**src/rtl/atc_map.vh**
```
// Register map, fields, codes and timing counts of the track/start control.
`ifndef ATC_MAP_VH
`define ATC_MAP_VH

// Register indices, decoded from bus address bits [3:2].
`define ATC_IDX_CTRL 2'h0
`define ATC_IDX_IRQ_STAT 2'h1
`define ATC_IDX_IRQ_MASK 2'h2
`define ATC_IDX_LO 2
`define ATC_IDX_HI 3

// Control register fields and reset value.
`define ATC_CTRL_RESET 8'h00
`define ATC_BIT_ENABLE 7
`define ATC_BIT_TRACK_MODE 6
`define ATC_BIT_DONE 5
`define ATC_BIT_BUSY 4
`define ATC_BIT_WINDOW 3
`define ATC_TRIG_HI 2
`define ATC_TRIG_LO 0

// Start trigger select codes.
`define ATC_TRIG_SW 3'h0
`define ATC_TRIG_TMR0 3'h1
`define ATC_TRIG_TMR1 3'h2
`define ATC_TRIG_TMR2 3'h3
`define ATC_TRIG_EXT 3'h4
`define ATC_TRIG_TMR3 3'h5

// Interrupt status and mask layout.
`define ATC_IRQ_DONE 0
`define ATC_IRQ_WINDOW 1
`define ATC_IRQ_RESET 2'h0

// Low-power tracking window in SAR clocks.
`define ATC_LP_TRACK_SAR 5'h03

`endif

```
**src/rtl/atc_sar_div.v**
```verilog
// SAR clock divider producing a one-cycle tick every DIV system clocks.
`timescale 1ns/100ps
module atc_sar_div #(
  parameter DIV = 2
) (
  input wire i_clk,
  input wire i_reset,
  input wire i_restart,
  output reg o_tick
);
  reg [7:0] count;

  // Restart aligns the first SAR period with the start of a phase, so
  // every tracking and conversion phase lasts whole SAR clocks.
  always @(posedge i_clk)
  begin
    if (i_reset)
    begin
      count <= 8'h00;
      o_tick <= 1'b0;
    end
    else if (i_restart)
    begin
      // The restart edge is the first system clock of the new period, so
      // the registered tick is seen exactly DIV edges after it.
      count <= (DIV == 1) ? 8'h00 : 8'h01;
      o_tick <= (DIV == 1);
    end
    else if (count == DIV[7:0] - 8'h01)
    begin
      count <= 8'h00;
      o_tick <= 1'b1;
    end
    else
    begin
      count <= count + 8'h01;
      o_tick <= 1'b0;
    end
  end
endmodule

```
**src/rtl/atc_sync.v**
```verilog
// Three-stage synchroniser with agreement filter for one pin input.
`timescale 1ns/100ps
module atc_sync (
  input wire i_clk,
  input wire i_reset,
  input wire i_async,
  output reg o_level
);
  reg meta;
  reg s2;
  reg s3;

  // The first stage feeds only the second; the level moves when two and
  // three agree, so a single sampled glitch is never taken as an edge.
  always @(posedge i_clk)
  begin
    if (i_reset)
    begin
      meta <= 1'b0;
      s2 <= 1'b0;
      s3 <= 1'b0;
      o_level <= 1'b0;
    end
    else
    begin
      meta <= i_async;
      s2 <= meta;
      s3 <= s2;
      if (s2 == s3)
        o_level <= s3;
    end
  end
endmodule

```
**src/rtl/atc_top.v**
```verilog
// Track-and-hold and start-of-conversion control with a Wishbone slave.
`timescale 1ns/100ps
`include "atc_map.vh"

// What this block does
// - Track mode clear: input tracked whenever enabled and idle.
// - Track mode set: three SAR clocks of tracking follow a trigger, except with strobe code 100.
// - Low-power strobe mode tracks while low, converts on the rise.
// - Enable clear shuts the converter down; set makes it ready.
// - Busy reads one while a conversion or its low-power tracking window runs and zero otherwise.
// - Normal mode code 100 starts on each strobe rising edge.
// - Normal mode code 101 starts on each timer 3 overflow.
// - Standby or sleep forces shutdown and stops tracking.
module atc_top #(
  parameter SAR_DIV = 2,
  parameter CONV_SAR_CLKS = 11
) (
  input wire i_clk,
  input wire i_reset,
  input wire i_wb_cyc,
  input wire i_wb_stb,
  input wire i_wb_we,
  input wire [3:0] i_wb_adr,
  input wire [31:0] i_wb_dat,
  input wire [3:0] i_wb_sel,
  output reg o_wb_ack,
  output reg [31:0] o_wb_dat,
  input wire i_ext_convert_strobe,
  input wire i_timer0_ovf,
  input wire i_timer1_ovf,
  input wire i_timer2_ovf,
  input wire i_timer3_ovf,
  input wire i_window_hit,
  input wire i_standby,
  output reg o_core_track,
  output reg o_core_convert,
  output reg o_core_shutdown,
  output reg o_conv_start,
  output reg o_conv_done,
  output reg o_irq
);
  localparam ST_OFF = 2'h0;
  localparam ST_IDLE = 2'h1;
  localparam ST_TRACK = 2'h2;
  localparam ST_CONV = 2'h3;
  localparam [4:0] CONV_LAST = CONV_SAR_CLKS[4:0] - 5'h01;
  localparam [4:0] TRACK_LAST = `ATC_LP_TRACK_SAR - 5'h01;

  reg conv_enable;
  reg track_mode_select;
  reg conv_done_flag;
  reg window_compare_flag;
  reg [2:0] start_trigger_select;
  reg [1:0] irq_status;
  reg [1:0] irq_mask;
  reg [1:0] state;
  reg [1:0] next_state;
  reg [4:0] sar_cnt;
  reg [4:0] next_sar_cnt;
  reg strobe_prev;
  reg trig;
  reg sar_restart;
  reg done_evt;
  reg next_track;
  reg [7:0] ctrl_read;

  wire strobe_lvl;
  wire strobe_rise;
  wire sar_tick;
  wire req;
  wire wr_fire;
  wire [1:0] reg_idx;
  wire ctrl_wr;
  wire stat_wr;
  wire mask_wr;
  wire sw_start;
  wire active;
  wire conv_in_progress;
  wire lp_window;
  wire [1:0] next_irq_status;

  atc_sync u_strobe_sync (
    .i_clk(i_clk),
    .i_reset(i_reset),
    .i_async(i_ext_convert_strobe),
    .o_level(strobe_lvl)
  );

  atc_sar_div #(
    .DIV(SAR_DIV)
  ) u_sar_div (
    .i_clk(i_clk),
    .i_reset(i_reset),
    .i_restart(sar_restart),
    .o_tick(sar_tick)
  );

  assign strobe_rise = strobe_lvl & ~strobe_prev;
  assign req = i_wb_cyc & i_wb_stb;
  // Writes land at the edge where the master samples ack high.
  assign wr_fire = req & i_wb_we & o_wb_ack & i_wb_sel[0];
  assign reg_idx = i_wb_adr[`ATC_IDX_HI:`ATC_IDX_LO];
  assign ctrl_wr = wr_fire && (reg_idx == `ATC_IDX_CTRL);
  assign stat_wr = wr_fire && (reg_idx == `ATC_IDX_IRQ_STAT);
  assign mask_wr = wr_fire && (reg_idx == `ATC_IDX_IRQ_MASK);
  // The code written in the same access decides whether busy starts.
  assign sw_start = ctrl_wr && i_wb_dat[`ATC_BIT_BUSY] &&
    (i_wb_dat[`ATC_TRIG_HI:`ATC_TRIG_LO] == `ATC_TRIG_SW);
  // Standby overrides the enable bit without changing what software reads.
  assign active = conv_enable & ~i_standby;
  // Busy covers the low-power tracking window too, since the trigger has
  // already been taken and a second one would be lost anyway.
  assign conv_in_progress = (state == ST_TRACK) ||
    (state == ST_CONV);
  // A software start takes the track mode of the byte that starts it, so
  // one write can both select low-power tracking and trigger.
  assign lp_window = sw_start ? i_wb_dat[`ATC_BIT_TRACK_MODE] :
    (track_mode_select && (start_trigger_select != `ATC_TRIG_EXT));

  always @*
  begin
    case (start_trigger_select)
      `ATC_TRIG_SW: trig = sw_start;
      `ATC_TRIG_TMR0: trig = i_timer0_ovf;
      `ATC_TRIG_TMR1: trig = i_timer1_ovf;
      `ATC_TRIG_TMR2: trig = i_timer2_ovf;
      `ATC_TRIG_EXT: trig = strobe_rise;
      `ATC_TRIG_TMR3: trig = i_timer3_ovf;
      default: trig = 1'b0;
    endcase
    // The code in the written byte decides a software start, whatever
    // code the register held before the write.
    if (sw_start)
      trig = 1'b1;
  end

  always @*
  begin
    next_state = state;
    next_sar_cnt = sar_cnt;
    sar_restart = 1'b0;
    done_evt = 1'b0;
    case (state)
      ST_OFF:
      begin
        if (active)
          next_state = ST_IDLE;
      end
      ST_IDLE:
      begin
        if (!active)
          next_state = ST_OFF;
        else if (trig)
        begin
          sar_restart = 1'b1;
          next_sar_cnt = 5'h00;
          // The strobe low time already served as the tracking window.
          if (lp_window)
            next_state = ST_TRACK;
          else
            next_state = ST_CONV;
        end
      end
      ST_TRACK:
      begin
        if (!active)
          next_state = ST_OFF;
        else if (sar_tick)
        begin
          if (sar_cnt == TRACK_LAST)
          begin
            next_state = ST_CONV;
            next_sar_cnt = 5'h00;
          end
          else
            next_sar_cnt = sar_cnt + 5'h01;
        end
      end
      ST_CONV:
      begin
        // Dropping enable mid-conversion aborts without a done event.
        if (!active)
          next_state = ST_OFF;
        else if (sar_tick)
        begin
          if (sar_cnt == CONV_LAST)
          begin
            next_state = ST_IDLE;
            done_evt = 1'b1;
          end
          else
            next_sar_cnt = sar_cnt + 5'h01;
        end
      end
      default: next_state = ST_OFF;
    endcase
  end

  // Tracking follows the state that the next edge enters.
  always @*
  begin
    case (next_state)
      ST_IDLE:
      begin
        if (!track_mode_select)
          next_track = 1'b1;
        else
          next_track = (start_trigger_select == `ATC_TRIG_EXT) &&
            !strobe_lvl;
      end
      ST_TRACK: next_track = 1'b1;
      default: next_track = 1'b0;
    endcase
  end

  // Hardware set wins over a software clear in the same cycle.
  assign next_irq_status = (irq_status &
    ~(stat_wr ? i_wb_dat[1:0] : 2'h0)) |
    {i_window_hit, done_evt};

  always @*
  begin
    ctrl_read = `ATC_CTRL_RESET;
    ctrl_read[`ATC_BIT_ENABLE] = conv_enable;
    ctrl_read[`ATC_BIT_TRACK_MODE] = track_mode_select;
    ctrl_read[`ATC_BIT_DONE] = conv_done_flag;
    ctrl_read[`ATC_BIT_BUSY] = conv_in_progress;
    ctrl_read[`ATC_BIT_WINDOW] = window_compare_flag;
    ctrl_read[`ATC_TRIG_HI:`ATC_TRIG_LO] = start_trigger_select;
  end

  always @(posedge i_clk)
  begin
    if (i_reset)
    begin
      conv_enable <= 1'b0;
      track_mode_select <= 1'b0;
      conv_done_flag <= 1'b0;
      window_compare_flag <= 1'b0;
      start_trigger_select <= `ATC_TRIG_SW;
      irq_status <= `ATC_IRQ_RESET;
      irq_mask <= `ATC_IRQ_RESET;
      state <= ST_OFF;
      sar_cnt <= 5'h00;
      strobe_prev <= 1'b0;
      o_wb_ack <= 1'b0;
      o_wb_dat <= 32'h00000000;
      o_core_track <= 1'b0;
      o_core_convert <= 1'b0;
      o_core_shutdown <= 1'b1;
      o_conv_start <= 1'b0;
      o_conv_done <= 1'b0;
      o_irq <= 1'b0;
    end
    else
    begin
      strobe_prev <= strobe_lvl;
      state <= next_state;
      sar_cnt <= next_sar_cnt;
      if (ctrl_wr)
      begin
        conv_enable <= i_wb_dat[`ATC_BIT_ENABLE];
        track_mode_select <= i_wb_dat[`ATC_BIT_TRACK_MODE];
        start_trigger_select <= i_wb_dat[`ATC_TRIG_HI:`ATC_TRIG_LO];
      end
      // Writing zero clears a flag, writing one leaves it; an event wins.
      if (done_evt)
        conv_done_flag <= 1'b1;
      else if (ctrl_wr && !i_wb_dat[`ATC_BIT_DONE])
        conv_done_flag <= 1'b0;
      if (i_window_hit)
        window_compare_flag <= 1'b1;
      else if (ctrl_wr && !i_wb_dat[`ATC_BIT_WINDOW])
        window_compare_flag <= 1'b0;
      irq_status <= next_irq_status;
      if (mask_wr)
        irq_mask <= i_wb_dat[1:0];
      o_irq <= |(next_irq_status & (mask_wr ? i_wb_dat[1:0] : irq_mask));
      o_wb_ack <= req & ~o_wb_ack;
      if (req && !o_wb_ack)
      begin
        case (reg_idx)
          `ATC_IDX_CTRL: o_wb_dat <= {24'h000000, ctrl_read};
          `ATC_IDX_IRQ_STAT: o_wb_dat <= {30'h00000000, irq_status};
          `ATC_IDX_IRQ_MASK: o_wb_dat <= {30'h00000000, irq_mask};
          default: o_wb_dat <= 32'h00000000;
        endcase
      end
      o_core_shutdown <= (next_state == ST_OFF);
      o_core_track <= next_track;
      o_core_convert <= (next_state == ST_CONV);
      // Start marks the edge at which a trigger is taken, in either mode.
      o_conv_start <= (state == ST_IDLE) && (next_state != ST_IDLE) &&
        (next_state != ST_OFF);
      o_conv_done <= done_evt;
    end
  end
endmodule

```
**config.mk**
```make
export PLATFORM = sky130hd
export DESIGN_NAME = atc_top
export DESIGN_NICKNAME = d
export VERILOG_FILES = /design/src/rtl/atc_sar_div.v /design/src/rtl/atc_sync.v /design/src/rtl/atc_top.v
export VERILOG_INCLUDE_DIRS = /design/src /design/src/rtl
export SDC_FILE = /design/constraint.sdc
export NUM_CORES = 1
export LEC_CHECK = 0
export ABC_CLOCK_PERIOD_IN_PS = 2550
export BUFFER_PORTS_ARGS = -buffer_cell sky130_fd_sc_hd__buf_2
export CAP_MARGIN = 25
export CORE_ASPECT_RATIO = 1.2
export CORE_MARGIN = 10
export CORE_UTILIZATION = 35
export DETAILED_ROUTE_END_ITERATION = 16
export GPL_TIMING_DRIVEN = 0
export PLACE_DENSITY_LB_ADDON = 0.2
export SYNTH_ARGS = -nofsm -noshare
export SYNTH_HDL_FRONTEND = slang
export SYNTH_SLANG_ARGS = --single-unit
```
**constraint.sdc**
```tcl
create_clock -name i_clk -period 2.55 [get_ports i_clk]
set_input_delay 0.3825 -clock i_clk [delete_from_list [all_inputs] [get_ports i_clk]]
set_output_delay 0.3825 -clock i_clk [all_outputs]
set_load 0.005 [all_outputs]
```
==> metrics.md <==
| Metric | Value |
|---|---|
| Crit path arrival time | 2.54 ns |
| Netlist cell types | 49 |
| Worst-path clk slew | 0.08 ns |
| Total Power | 1.32 mW |
| Postcts setup bufs | 0 |
| Buffers on Ports | 36 |
| GR Overflow Total | 0 |
| Die width | 95.3 um |
| Post-Place Cell Area | 2750 um2 |
| Final setup vio count | 0 |
| Synth top area cells | dfxtp_1 40%, buf_4 7.6%, mux2i_1 4.6%, ha_1 4.2%, a211oi_1 3.5% |
| Maximum number of pins on one net before global-route repair | 14 |
| R2r setup slk | 0.23 ns |
| Clock sinks | 47 |
| Crit Path Class | flop to flop |
| Antenna violations before repair | 0 |
| Initial DRC count | 135 |
| Most frequent cell after synthesis | dfxtp_1 |
| DRT antenna net count | 0 |
| HP Class | input pin to flop |
| Final instance area | 2840 um2 |
| Dpl cells | 411 |
| Slew Limit Headroom | 54.7% |
| CTS Root Cell | clkbuf_8 |
| Drt total wl | 5.65 mm |
| Antenna Cells | 0 |
| DRC violations left | 0 |
| Vias in the first global route | 2042 |
| Setup crit start | o_wb_ack$_SDFF_PP0_ |
| Number of synthesized flops with an enable pin | 0 |
| Fin. max-slew vios | 0 |
| Final net count | 393 |
| Clk_skew | 0.00877 ns |
| Final HPWL DP | 4.47 mm |
| Resized cells post-CTS | 0 |
| Sequential element share of the synthesized area | 39.6% |
| Leading area contributor after synthesis | dfxtp_1 |
| First-pass DRT Iterations | 4 |
| Fin crit period | 2.32 ns |
| WP data required | 2.77 ns |
| Starting Density | 36.4% |
| Post-Layout Cell Count | 419 |
| Total Routing Usage GR | 11.1% |
| Reg2reg end | o_conv_start$_SDFF_PP0_ |
| RePlAce Congestion | 0.852 |
| Avg Vias per Cell | 4.78 |
| Core Region | 6530 um2 |
| First-pass GRT wire length | 9.45 mm |
| Final Hold Fails | 0 |
| WL/cell | 13.5 um |
| Number of core rows | 32 |
| Max rail drop VDD | 329 uV |
| Skew-Pair Late Insertion Delay | 0.30 ns |
| Max-cap violation count | 0 |
| RSZ-0062 raised after global routing | false |
| Top cell type's share of synthesized area | 39.6% |
| Worst setup SP type | flop |
| Ports | 91 |
| Setup TNS | 0 ns |
| Period utilization | 91.0% |
| Worst hold stages | 2 |
| Buffer depth of the longest clock path | 2 |
| P per Cell Area | 463 nW/um2 |
| Worst R2R Path Depth | 8 |
| Synth Area per Inst | 8.91 um2 |
| Hold endpoint | u_strobe_sync.meta$_SDFF_PP0_ |
| Hold-fix buffer count after cts | 0 |
| Total die area | 10500 um2 |
| R2R Path Start | o_wb_ack$_SDFF_PP0_ |
| Ys flop type | dfxtp_1 |
| Max Clock Freq | 431 MHz |
| Worst-Margin Slew | 0.678 ns |
| CTS buffer count | 5 |
| Synth top cells by count | 47 x dfxtp_1, 24 x buf_4, 19 x nor2_1 |
| Leakage | 1.23 nW |
| CP endpoint kind | flop |
| Synth Register Bits | 47 |
| Critical path fanouts, max | 5 |
| Yosys synthesis warning count | 0 |
| Final core utilization | 43.5% |
| Ys async rst share | 0% |
| Routed vias | 2002 |
| Status | finished clean |
| Mapped Area | 2380 um2 |
| Layout cells sized above 1 | 23.4% |
| Post-Synthesis Cells | 267 |
| Chip height | 110 um |
| Area growth syn-to-layout | 19.4% |
| CTS tree | done |
| Hold Crit Start | i_ext_convert_strobe |
| H-tree level count | 2 |
==> worst max-delay path, stage by stage, from the launching register on <==
cell and delay, ns:
dfxtp_1 0.36, and4_1 0.20, clkbuf_1 0.21, nand4_1 0.24
nor3b_1 0.24, or3_1 0.38, ha_1 0.20, or2_2 0.27
nor3_1 0.13
==> final cells by class <==
class | instances | area, um2
Inverter | 9 | 33.8
Timing Repair Buffer | 36 | 180
Clock inverter | 1 | 5.00
Multi-Input combinational cell | 198 | 1260
Tap cell | 85 | 106
Sequential cell | 47 | 941
Buffer | 36 | 234
Clock buffer | 7 | 76.3
Fill cell | 689 | 3690
==> cells by family after synthesis <==
family,Yosys count,share of synthesized area [%]
AOI/OAI and AO/OA,52,15.0
other,1,0.158
buffers and inverters,45,11.3
DFF,47,39.6
and+or+nand+nor,96,22.6
muxes,11,4.63
xor gates and xnor gates,7,2.58
adders and majority gates,8,4.21
==> worst max-delay path by stage <==
| stage | endpoint | slack (ns) | cells past startpoint |
|---|---|---|---|
| 6_report | o_conv_start$_SDFF_PP0_ | 0.23 | 8 |
| 5_1_grt | o_conv_start$_SDFF_PP0_ | 0.0003 | 8 |
| 4_1_cts | o_conv_start$_SDFF_PP0_ | 0.21 | 8 |
| 3_5_place_dp | o_conv_start$_SDFF_PP0_ | 0.12 | 8 |
| 3_3_place_gp | o_conv_start$_SDFF_PP0_ | 0.10 | 8 |
| 2_1_floorplan | o_conv_start$_SDFF_PP0_ | 0.44 | 8 |
==> flip-flops by register name, summed over array words and instances (netlist names), 2 cells and up <==
name and cells:
irq_mask 2, u_sar_div.count 8, start_trigger_select 3, sar_cnt 5, irq_status 2, o_wb_dat 8, state 2
==> cells in the final DEF, fill, tap and decap left out, drive strengths merged, types with 3 or more instances in the layout <==
master and instances:
buf 62, dfxtp 47, conb 24, nor2 20, clkbuf 17, nand2 16
nand3 15, a21oi 13, mux2i 11, a211oi 11, nor2b 9, inv 9
o21ai 8, ha 8, nand4 6, nor3 6, a31oi 5, nand2b 4
xor2 4, or3b 4, nor3b 3, xnor2 3, nor4b 3
==> report_power, final <==
| group | total [mW] | switching (mW) | internal (mW) |
|---|---|---|---|
| sequential | 0.759 | 0.0110 | 0.748 |
| combinational | 0.123 | 0.0644 | 0.0582 |
| clock | 0.434 | 0.241 | 0.193 |
==> stage by stage <==
stage          hold WS [ns]  setup slack, ns
4_1_cts               0.291            0.213
3_5_place_dp          0.440            0.121
2_1_floorplan         0.414            0.443
5_1_grt               0.301         0.000295
6_report              0.298            0.229
3_3_place_gp          0.424            0.100
==> routing by layer <==
metal	wire length (um)	vias to the layer above	global-route usage, %
met5	0	-	0
met3	361	5	3.38
met1	2390	916	12.2
li1	-	1034	-
met2	2840	47	19.5
met4	54	0	4.07
Power figures use the tool's default switching activity.
